[src/logic/pcierp_regs.svh]
/*
 * Offsets, field positions, widths and reset values of the root port
 * status and link capability registers.
 * Assumes byte offsets in configuration space, dword access with byte enables.
 */
`ifndef PCIERP_REGS_SVH
`define PCIERP_REGS_SVH

// ==========================================================================
// Offsets
// ==========================================================================
`define PCIERP_DS_OFS          8'h6e
`define PCIERP_LC_OFS          8'h70
`define PCIERP_DS_DW           6'h1b
`define PCIERP_LC_DW           6'h1c

// ==========================================================================
// Device status fields
// ==========================================================================
`define PCIERP_DS_CORR_BIT     0
`define PCIERP_DS_NONFATAL_BIT 1
`define PCIERP_DS_FATAL_BIT    2
`define PCIERP_DS_UR_BIT       3
`define PCIERP_DS_AUX_BIT      4
`define PCIERP_DS_TP_BIT       5
`define PCIERP_DS_LANE_LSB     16
`define PCIERP_DS_RESET        16'h0000

// ==========================================================================
// Link capability fields
// ==========================================================================
`define PCIERP_LC_PORT_LSB     24
`define PCIERP_LC_PORT_NUM     8'h02
`define PCIERP_LC_L1_LSB       15
`define PCIERP_LC_L1_LAT       3'h7
`define PCIERP_LC_L0S_LSB      12
`define PCIERP_LC_L0S_ASYNC    3'h6
`define PCIERP_LC_L0S_COMMON   3'h2
`define PCIERP_LC_ASPM_LSB     10
`define PCIERP_LC_ASPM_L0S     2'h1
`define PCIERP_LC_WIDTH_LSB    4
`define PCIERP_LC_WIDTH_RESET  6'h08
`define PCIERP_LC_SPEED_LSB    0
`define PCIERP_LC_SPEED_RESET  4'h1
`define PCIERP_LC_RESET        32'h0203e481

`endif

[src/logic/pcierp_pkg.sv]
/*
 * Types shared by the root port status and capability register bank.
 * Assumes the register header is included by the design file.
 */
package pcierp_pkg;

   // ========================================================================
   // Configuration request carrier
   // ========================================================================
   typedef struct packed {
      logic        rd;
      logic        wr;
      logic [5:0]  dw_addr;
      logic [3:0]  be;
      logic [31:0] wdata;
   } pcierp_cfg_req_t;

   // Error detection events, one-cycle pulses
   typedef struct packed {
      logic ur;
      logic fatal;
      logic nonfatal;
      logic corr;
   } pcierp_err_t;

endpackage : pcierp_pkg

[src/logic/pcierp_status_caps.sv]
/*
 * Root port device status and link capability registers.
 * Assumes a configuration access agent that issues one dword request per
 * cycle with byte enables, a transaction layer reporting pending work and
 * error pulses, and a link control block giving the common clock bit.
 */
//
// Function
// - Pending bit high while transactions outstanding
// - Pending bit clears only when all finished
// - Unsupported request sets its sticky bit
// - Fatal error sets its sticky bit
// - Nonfatal error sets its sticky bit
// - Correctable error sets its sticky bit
// - Error bits hold; write one clears
// - Auxiliary power bit always reads zero
// - Port number reads two in top byte
// - L1 exit latency reads over 64 us
// - L0s latency follows common clock bit
// - Power support field reads L0s only
// - Link width defaults x8, write once
// - Link speed defaults 2.5G, write once
`timescale 1ns/1ps
`include "pcierp_regs.svh"

module pcierp_status_caps (
   input  wire logic                       sys_clk_i,
   input  wire logic                       reset_i,
   input  wire pcierp_pkg::pcierp_cfg_req_t cfg_req_i,
   input  wire logic                       txn_pending_i,
   input  wire pcierp_pkg::pcierp_err_t    err_detect_i,
   input  wire logic                       common_clock_cfg_i,
   output logic [31:0]                     cfg_rdata_o,
   output logic                            cfg_rvalid_o,
   output logic [15:0]                     dev_status_o
);

   // =======================================================================
   // Decode
   // =======================================================================
   logic        hit_ds;
   logic        hit_lc;
   logic        ds_clr_ok;
   logic        lc_wr;

   // Status lives in the upper half of the dword shared with device control
   always_comb begin
      hit_ds = 1'b0;
      hit_lc = 1'b0;
      if (cfg_req_i.dw_addr == `PCIERP_DS_DW) begin
         hit_ds = 1'b1;
      end else if (cfg_req_i.dw_addr == `PCIERP_LC_DW) begin
         hit_lc = 1'b1;
      end
   end

   assign ds_clr_ok = cfg_req_i.wr & hit_ds & cfg_req_i.be[2];
   assign lc_wr     = cfg_req_i.wr & hit_lc & (cfg_req_i.be[1:0] != 2'b00);

   // =======================================================================
   // Device status
   // =======================================================================
   logic       tp_r;
   logic       tp_nxt;
   logic [3:0] err_r;
   logic [3:0] err_nxt;
   logic [3:0] err_clr;

   // Set beats clear so an error landing on the clear write is kept
   always_comb begin
      tp_nxt  = txn_pending_i;
      err_clr = ds_clr_ok ? cfg_req_i.wdata[`PCIERP_DS_LANE_LSB +: 4] : 4'h0;
      err_nxt = (err_r & ~err_clr)
              | {err_detect_i.ur, err_detect_i.fatal,
                 err_detect_i.nonfatal, err_detect_i.corr};
   end

   always_ff @(posedge sys_clk_i or posedge reset_i) begin
      if (reset_i) begin
         tp_r  <= 1'b0;
         err_r <= 4'h0;
      end else begin
         tp_r  <= tp_nxt;
         err_r <= err_nxt;
      end
   end

   // Aux power and bits 15:6 are constant zero
   logic [15:0] ds_val;
   always_comb begin
      ds_val = `PCIERP_DS_RESET;
      ds_val[`PCIERP_DS_TP_BIT]        = tp_r;
      ds_val[`PCIERP_DS_UR_BIT]        = err_r[3];
      ds_val[`PCIERP_DS_FATAL_BIT]     = err_r[2];
      ds_val[`PCIERP_DS_NONFATAL_BIT]  = err_r[1];
      ds_val[`PCIERP_DS_CORR_BIT]      = err_r[0];
   end

   // =======================================================================
   // Link capabilities, write-once width and speed
   // =======================================================================
   logic       wo_lock_r;
   logic       wo_lock_nxt;
   logic [5:0] width_r;
   logic [5:0] width_nxt;
   logic [3:0] speed_r;
   logic [3:0] speed_nxt;

   // One lock covers both fields: firmware sets them in a single write
   always_comb begin
      wo_lock_nxt = wo_lock_r;
      width_nxt   = width_r;
      speed_nxt   = speed_r;
      if (lc_wr && !wo_lock_r) begin
         wo_lock_nxt = 1'b1;
         if (cfg_req_i.be[0]) begin
            speed_nxt      = cfg_req_i.wdata[3:0];
            width_nxt[3:0] = cfg_req_i.wdata[7:4];
         end
         if (cfg_req_i.be[1]) begin
            width_nxt[5:4] = cfg_req_i.wdata[9:8];
         end
      end
   end

   always_ff @(posedge sys_clk_i or posedge reset_i) begin
      if (reset_i) begin
         wo_lock_r <= 1'b0;
         width_r   <= `PCIERP_LC_WIDTH_RESET;
         speed_r   <= `PCIERP_LC_SPEED_RESET;
      end else begin
         wo_lock_r <= wo_lock_nxt;
         width_r   <= width_nxt;
         speed_r   <= speed_nxt;
      end
   end

   // Latency re-encodes live; a retrain is software's business
   logic [31:0] lc_val;
   always_comb begin
      lc_val = 32'h0000_0000;
      lc_val[`PCIERP_LC_PORT_LSB +: 8]  = `PCIERP_LC_PORT_NUM;
      lc_val[`PCIERP_LC_L1_LSB +: 3]    = `PCIERP_LC_L1_LAT;
      lc_val[`PCIERP_LC_L0S_LSB +: 3]   = common_clock_cfg_i ?
                                          `PCIERP_LC_L0S_COMMON : `PCIERP_LC_L0S_ASYNC;
      lc_val[`PCIERP_LC_ASPM_LSB +: 2]  = `PCIERP_LC_ASPM_L0S;
      lc_val[`PCIERP_LC_WIDTH_LSB +: 6] = width_r;
      lc_val[`PCIERP_LC_SPEED_LSB +: 4] = speed_r;
   end

   // =======================================================================
   // Read return, one cycle after the request
   // =======================================================================
   logic [31:0] rdata_r;
   logic [31:0] rdata_nxt;
   logic        rvalid_r;
   logic        rvalid_nxt;
   logic [15:0] ds_out_r;

   // Unmapped dwords read zero; device control half not held here
   always_comb begin
      rvalid_nxt = cfg_req_i.rd;
      rdata_nxt  = rdata_r;
      if (cfg_req_i.rd) begin
         if (hit_ds) begin
            rdata_nxt = {ds_val, 16'h0000};
         end else if (hit_lc) begin
            rdata_nxt = lc_val;
         end else begin
            rdata_nxt = 32'h0000_0000;
         end
      end
   end

   always_ff @(posedge sys_clk_i or posedge reset_i) begin
      if (reset_i) begin
         rdata_r  <= 32'h0000_0000;
         rvalid_r <= 1'b0;
         ds_out_r <= `PCIERP_DS_RESET;
      end else begin
         rdata_r  <= rdata_nxt;
         rvalid_r <= rvalid_nxt;
         ds_out_r <= ds_val;
      end
   end

   assign cfg_rdata_o  = rdata_r;
   assign cfg_rvalid_o = rvalid_r;
   assign dev_status_o = ds_out_r;

   // =======================================================================
   // Assertions
   // =======================================================================
   property p_tp_follow;
      @(posedge sys_clk_i) disable iff (reset_i)
      txn_pending_i |=> ##1 dev_status_o[`PCIERP_DS_TP_BIT];
   endproperty
   a_tp_follow: assert property (p_tp_follow) else $error("pending bit not set");

   property p_tp_clear;
      @(posedge sys_clk_i) disable iff (reset_i)
      $fell(tp_r) |-> !$past(txn_pending_i);
   endproperty
   a_tp_clear: assert property (p_tp_clear) else $error("pending cleared early");

   property p_ur_set;
      @(posedge sys_clk_i) disable iff (reset_i)
      err_detect_i.ur |=> ##1 dev_status_o[`PCIERP_DS_UR_BIT];
   endproperty
   a_ur_set: assert property (p_ur_set) else $error("ur bit not set");

   property p_fatal_set;
      @(posedge sys_clk_i) disable iff (reset_i)
      err_detect_i.fatal |=> err_r[2];
   endproperty
   a_fatal_set: assert property (p_fatal_set) else $error("fatal bit not set");

   property p_nonfatal_set;
      @(posedge sys_clk_i) disable iff (reset_i)
      err_detect_i.nonfatal |=> err_r[1];
   endproperty
   a_nonfatal_set: assert property (p_nonfatal_set) else $error("nonfatal bit not set");

   property p_corr_set;
      @(posedge sys_clk_i) disable iff (reset_i)
      err_detect_i.corr |=> err_r[0];
   endproperty
   a_corr_set: assert property (p_corr_set) else $error("corr bit not set");

   property p_sticky;
      @(posedge sys_clk_i) disable iff (reset_i)
      (err_r[0] && !(ds_clr_ok && cfg_req_i.wdata[`PCIERP_DS_LANE_LSB])) |=> err_r[0];
   endproperty
   a_sticky: assert property (p_sticky) else $error("error bit lost");

   property p_aux_zero;
      @(posedge sys_clk_i) disable iff (reset_i)
      (cfg_req_i.rd && hit_ds) |=> (cfg_rdata_o[31:22] == 10'h000) && !cfg_rdata_o[20];
   endproperty
   a_aux_zero: assert property (p_aux_zero) else $error("reserved status bits set");

   property p_lc_fixed;
      @(posedge sys_clk_i) disable iff (reset_i)
      (cfg_req_i.rd && hit_lc) |=> (cfg_rdata_o[31:24] == `PCIERP_LC_PORT_NUM)
         && (cfg_rdata_o[23:15] == 9'h007) && (cfg_rdata_o[11:10] == `PCIERP_LC_ASPM_L0S);
   endproperty
   a_lc_fixed: assert property (p_lc_fixed) else $error("fixed capability wrong");

   property p_l0s;
      @(posedge sys_clk_i) disable iff (reset_i)
      (cfg_req_i.rd && hit_lc) |=> (cfg_rdata_o[14:12] ==
         ($past(common_clock_cfg_i) ? `PCIERP_LC_L0S_COMMON : `PCIERP_LC_L0S_ASYNC));
   endproperty
   a_l0s: assert property (p_l0s) else $error("l0s latency wrong");

   property p_wo_hold;
      @(posedge sys_clk_i) disable iff (reset_i)
      wo_lock_r |=> $stable(width_r) && $stable(speed_r);
   endproperty
   a_wo_hold: assert property (p_wo_hold) else $error("write-once field changed");

   c_err_clear: cover property (@(posedge sys_clk_i) disable iff (reset_i) err_r[3] ##1 !err_r[3]);
   c_wo_write:  cover property (@(posedge sys_clk_i) disable iff (reset_i) $rose(wo_lock_r));
   c_set_clr:   cover property (@(posedge sys_clk_i) disable iff (reset_i) ds_clr_ok && err_detect_i.corr);
   c_tp_cycle:  cover property (@(posedge sys_clk_i) disable iff (reset_i) tp_r ##[1:20] !tp_r);

endmodule : pcierp_status_caps

[config.mk]
export PLATFORM = sky130hd
export DESIGN_NAME = pcierp_status_caps
export DESIGN_NICKNAME = d
export VERILOG_FILES = /design/src/logic/pcierp_pkg.sv /design/src/logic/pcierp_status_caps.sv
export VERILOG_INCLUDE_DIRS = /design/src /design/src/logic
export SDC_FILE = /design/constraint.sdc
export NUM_CORES = 1
export LEC_CHECK = 0
export ABC_AREA = 1
export BUFFER_PORTS_ARGS = -buffer_cell sky130_fd_sc_hd__buf_2
export CAP_MARGIN = 20
export CORE_ASPECT_RATIO = 1.4
export CORE_UTILIZATION = 39
export DETAILED_ROUTE_END_ITERATION = 8
export PLACE_DENSITY = 0.78
export SLEW_MARGIN = 15
export SYNTH_ARGS = -nofsm -noshare
export SYNTH_HDL_FRONTEND = slang
export SYNTH_SLANG_ARGS = --single-unit
export TNS_END_PERCENT = 1
[constraint.sdc]
create_clock -name sys_clk_i -period 1.1 [get_ports sys_clk_i]
set_input_delay 0.22 -clock sys_clk_i [delete_from_list [all_inputs] [get_ports sys_clk_i]]
set_output_delay 0.22 -clock sys_clk_i [all_outputs]
set_load 0.05 [all_outputs]
==> results.cfg, run 1 <==
[cts]
clk_root_buffer_cell = clkbuf_8
cts-root-to-sink-buffers = 2
htree_num_levels = 2
post-cts-setup-buffers = 0
tritoncts_clock_tree = built
clock_latency_ps = 290
cts.sink_count = 39
cts.clk_slew.worst_paths_ps = 80
cts-buffers-inserted = 5

[grt]
grt_start_max_net_pins = 20
grt_antenna_before_repair = 0
wire_length_of_the_first_global_routing_pass_mm = 5.55
overflow_after_grt = 0
grt_pass1_vias = 1315
all_layer_gr_usage_pct = 15.5

[setup_path]
crit_buf_inv = 1
setup.worst_path.class = reg -> out
r2r-end = width_r[0]
top_cell_family_by_delay_on_the_critical_path = flip-flops
reg2reg_from = wo_lock_r
worst-endpoint-arrival_ps = 910
crit_path_start_kind = register
crit_path_cell_trace = buf_6
critPathCaptureType = primary output
max_stage_delay_ps = 450
reg2reg_setup_slack_ps = 40
cell_with_the_largest_stage_delay_on_the_worst_path = dfrtp_2
critical_path_peak_fanout = 5
worst_r2r_path_depth = 6
worst_ep_required_time_ps = 880

[sta]
setup_total_negative_slack_ps = -112
post-route-worst-setup-slack_ps = -28.8
final-max-slew-violation-count = 0
timing.fmax_ghz = 0.886
grt_setup_unrepaired = true
finalWorstPathRequiredPeriod_ps = 1130
finalHoldViolCount = 0
fin_worst_hold_slack_ps = 37.3
finalSetupViolCount = 4
post-route-period-util_pct = 103
fin_skew_ps = 7.89

[flow_run]
max_cap_violations = 0

[worst_hold_path]
holdCritStartpoint = txn_pending_i
number_of_stages_on_the_worst_hold_path = 1
timing.hold.worst.class = in -> reg
hold_end = tp_r

[detailed_routing]
routedWlPerCell_um = 10.5
total_number_of_vias = 1397
drt-total-wl_mm = 3.39
drt_iter0_drc = 24
drc_violations_left = 0
via_cell_ratio = 4.34
drt.antenna.violating_nets = 0
drtPass1Iterations = 6

[synth]
synth_edf_count = 0
synth.cell_area_sq_um = 1760
yosys.area.top_type = dfrtp_1
synthesized_area_divided_by_synthesized_cell_count_sq_um = 9.09
synthDominantCellAreaShare_pct = 52.5
synth.area.top_cells = dfrtp_1 52%, nand2_1 15%, buf_4 12%
synth.ff_latch_count = 39
syn-instance-count = 194
synth_top_cells_by_count = 69 x nand2_1, 37 x dfrtp_1, 29 x buf_4
yosysSeqAreaShare_pct = 55.5
synthesis.yosys.warnings = 0
dominantRegCellSynth = dfrtp_1
yosysUniqueCellTypes = 19
synthArstFlopShare_pct = 100
post-synth-top-count-cell = nand2_1

[placement]
post_dp_cell_area_sq_um = 2070
routabilityCongestion = 0.797
port_buffers = 58
place_inst = 313
hpwlAfterDp_mm = 2.56

[die]
floorplan.die.width_um = 58.8
io-pin-count = 101
core_region_area_sq_um = 4270
start_util_pct = 41.3
design.die.area_sq_um = 4800
fp-row-count = 28
chip_height_um = 81.6

[cells_and_area]
area_growth_pct = 32.1
design_area_sq_um = 2330
layout-drive-gt1-share_pct = 34.0
final_cells = 322
finish.net_count = 313
antenna_cells = 0

[power_and_ir_drop]
max-vdd-ir-drop_uv = 427
static-leakage-power_nw = 1.27
cellPowerDensity_nw_per_um2 = 1200
fin_total_pwr_w = 0.00279

[outcome]
outcome = finished with violations
failing_checks = setup timing
## where the power goes
part / internal [W] / switching, W
combinational: 0.0000913 / 0.000307
clock: 0.000441 / 0.000503
sequential: 0.00144 / 0.00000556
total: 0.00197 / 0.000816
## metrics by stage
step,util [%],setup WS (ps)
2_1_floorplan,-,-60.4
3_3_place_gp,48.5,-76.4
3_5_place_dp,48.5,-91.5
4_1_cts,53.1,-36.1
5_1_grt,54.5,-54.1
6_report,54.5,-28.8
## cells in the final DEF, fill, tap and decap left out, types with 5 or more instances in the layout
cell type,Yosys,final
nand2_1,69,67
conb_1,1,23
clkbuf_8,0,5
buf_2,2,32
nand3_1,13,13
dfrtp_1,37,36
buf_4,29,15
inv_1,10,9
buf_6,1,20
nand4_1,16,16
## cells by family after synthesis
logic type	after synthesis	synth area share (%)
buffers and inverters	45	16.3
AND/OR/NAND/NOR	105	26.9
other	1	0.213
flip-flops	39	55.5
AO/OA/AOI/OAI	4	1.13
## worst max-delay path by stage
| stage | startpoint | endpoint | slack [ps] | cells after the start |
|---|---|---|---|---|
| global route | cfg_rdata_o[15] | cfg_rdata_o[15] | -50 | 1 |
| global placement | cfg_req_i[37] | speed_r[1] | -80 | 7 |
| detailed placement | cfg_req_i[37] | width_r[0] | -90 | 7 |
| CTS | cfg_rdata_o[15] | cfg_rdata_o[15] | -40 | 1 |
| floorplan | cfg_rdata_o[15] | cfg_rdata_o[13] | -60 | 1 |
| finish | cfg_rdata_o[15] | cfg_rdata_o[15] | -30 | 1 |
## flip-flops by register name, summed over array words and instances (netlist names)
name,count
cfg_rvalid_o,1
dev_status_o,5
wo_lock_r,1
width_r,6
cfg_rdata_o,17
tp_r,1
err_r,4
speed_r,4
## metal layers
layer,up-vias,part of all wire [%],GRT usage [%]
met1,631,42,16.7
met5,-,0,0
li1,707,-,-
met4,0,2.8,10.0
met3,8,4.0,3.31
met2,51,51,26.9
## area by class of cell
class | count | area, sq um
Inverter | 12 | 45.0
Timing Repair Buffer | 71 | 543
Tap cell | 60 | 75.1
Multi-Input combinational cell | 132 | 598
Sequential cell | 39 | 980
Clock buffer | 5 | 68.8
Fill cell | 409 | 1940
Clock inverter | 3 | 20.0
## timing repair
action	4_1_cts	5_1_grt
gates resized for setup	35	18
pin swaps	0	12
hold endpoints to repair	6	0
hold buffers	1	0
setup endpoints to repair	29	27
No activity file was read; power rests on OpenSTA's default activity.
==> run 2, diff against run 1 <==
SKIP_LAST_GASP = 1   (was default)
==> results.cfg, run 2 (same netlist as run 1, synthesis figures left out) <==
[outcome]
outcome = finished with violations
failing_checks = setup timing

[grt]
overflow_after_grt = 0
grt_antenna_before_repair = 0
all_layer_gr_usage_pct = 15.3
grt_pass1_vias = 1301
grt_start_max_net_pins = 20
wire_length_of_the_first_global_routing_pass_mm = 5.49

[power_and_ir_drop]
static-leakage-power_nw = 1.25
cellPowerDensity_nw_per_um2 = 1240
max-vdd-ir-drop_uv = 418

[sta]
post-route-worst-setup-slack_ps = -29.3
grt_setup_unrepaired = true
finalWorstPathRequiredPeriod_ps = 1130
setup_total_negative_slack_ps = -214
post-route-period-util_pct = 103
timing.fmax_ghz = 0.886
finalSetupViolCount = 12
finalHoldViolCount = 0
final-max-slew-violation-count = 0
fin_skew_ps = 5.64

[die]
start_util_pct = 41.3
chip_height_um = 81.6
floorplan.die.width_um = 58.8
io-pin-count = 101
design.die.area_sq_um = 4800
core_region_area_sq_um = 4270
fp-row-count = 28

[cells_and_area]
largest_register_ffs = 17
area_growth_pct = 27.0
nFillCells = 417
utilization_pct = 52.4
antenna_cells = 0
layout.cells.most_common_list = 68 x nand2_1, 44 x buf_2, 36 x dfrtp_1, 23 x conb_1, 17 x buf_4
regArea_sq_um = 980
multi_input_area_sq_um = 596
layout-drive-gt1-share_pct = 33.6
layout_commonest_cell = nand2_1
finish.net_count = 313

[setup_path]
reg2reg_setup_slack_ps = 50
crit_path_cell_trace = buf_6
worst-endpoint-arrival_ps = 910
top_cell_family_by_delay_on_the_critical_path = flip-flops
critical_path_peak_fanout = 5
worst_ep_required_time_ps = 880
crit_buf_inv = 1
reg2reg_from = wo_lock_r
worst_r2r_path_depth = 6
critPathCaptureType = primary output
setup.worst_path.class = reg -> out
max_stage_delay_ps = 450
cell_with_the_largest_stage_delay_on_the_worst_path = dfrtp_2
crit_path_start_kind = register
r2r-end = width_r[0]

[detailed_routing]
total_number_of_vias = 1397
drt-total-wl_mm = 3.29
drt.antenna.violating_nets = 0
drtPass1Iterations = 4
via_cell_ratio = 4.34
drc_violations_left = 0
drt_iter0_drc = 26
routedWlPerCell_um = 10.2

[cts]
htree_num_levels = 2
tritoncts_clock_tree = built
cts.sink_count = 39
clock_latency_ps = 290
cts-root-to-sink-buffers = 2
cts-buffers-inserted = 5
clk_root_buffer_cell = clkbuf_8
cts.clk_slew.worst_paths_ps = 80
post-cts-setup-buffers = 0

[placement]
port_buffers = 58
hpwlAfterDp_mm = 2.56
routabilityCongestion = 0.797

[worst_hold_path]
timing.hold.worst.class = in -> reg
number_of_stages_on_the_worst_hold_path = 1
hold_end = tp_r
holdCritStartpoint = txn_pending_i

[flow_run]
max_cap_violations = 0
## run 2: layout make-up
cell class / instances / share of cell area (%)
Timing Repair Buffer: 71 / 20.4
Sequential cell: 39 / 43.7
Clock inverter: 3 / 0.893
Clock buffer: 5 / 3.07
Tap cell: 60 / 3.35
Inverter: 12 / 2.01
Multi-Input combinational cell: 132 / 26.6
## run 2: through the flow
step | total power [W] | area [sq um] | instances | setup slack, ps | hold slack, ps
6_report | 0.00278 | 2240 | 322 | -29.3 | 27.6
5_1_grt | 0.00289 | 2240 | 322 | -58.2 | 14.3
4_1_cts | 0.00282 | 2210 | 322 | -36.1 | 15.3
3_5_place_dp | 0.00186 | 2070 | 313 | -91.5 | 191
3_3_place_gp | 0.00186 | 2070 | 313 | -76.4 | 180
2_1_floorplan | 0.00182 | 1850 | 216 | -60.4 | 251
## run 2: repair_timing
action                                  CTS  global route
pin swaps                                 0             3
endpoints found under the setup margin   29            36
resized for setup                        16             8
hold buffers                              1             0
endpoints found under the hold margin     6             0
## run 2: worst reg2reg max path, cell delays in order (launching register included)
cell and delay, ps:
dfrtp_1 380, inv_2 60, nand2_2 60, nor2_4 170, buf_6 150, nand4_1 90, nand2_1 80
## run 2: per-layer routing
| metal | vias up | GRT usage [%] | share of wire [%] |
|---|---|---|---|
| met1 | 625 | 16.6 | 41 |
| li1 | 705 | - | - |
| met3 | 8 | 3.31 | 5.0 |
| met5 | - | 0 | 0 |
| met4 | 0 | 10.0 | 2.9 |
| met2 | 59 | 26.4 | 51 |
## run 2: power by group
group / switching [W] / internal [W] / total, W
Combinational: 0.000306 / 0.0000866 / 0.000393
Sequential: 0.00000469 / 0.00144 / 0.00145
Clock: 0.000497 / 0.000440 / 0.000938
Total: 0.000808 / 0.00197 / 0.00278
## run 2: worst max-delay path by stage
| stage | start | endpoint | slack [ps] | depth (start not counted) |
|---|---|---|---|---|
| after CTS | cfg_rdata_o[15] | cfg_rdata_o[15] | -40 | 1 |
| final | cfg_rdata_o[15] | cfg_rdata_o[15] | -30 | 1 |
| after detailed placement | cfg_req_i[37] | width_r[0] | -90 | 7 |
| after floorplan | cfg_rdata_o[15] | cfg_rdata_o[13] | -60 | 1 |
| after global placement | cfg_req_i[37] | speed_r[1] | -80 | 7 |
| after global routing | wo_lock_r | speed_r[1] | -60 | 6 |
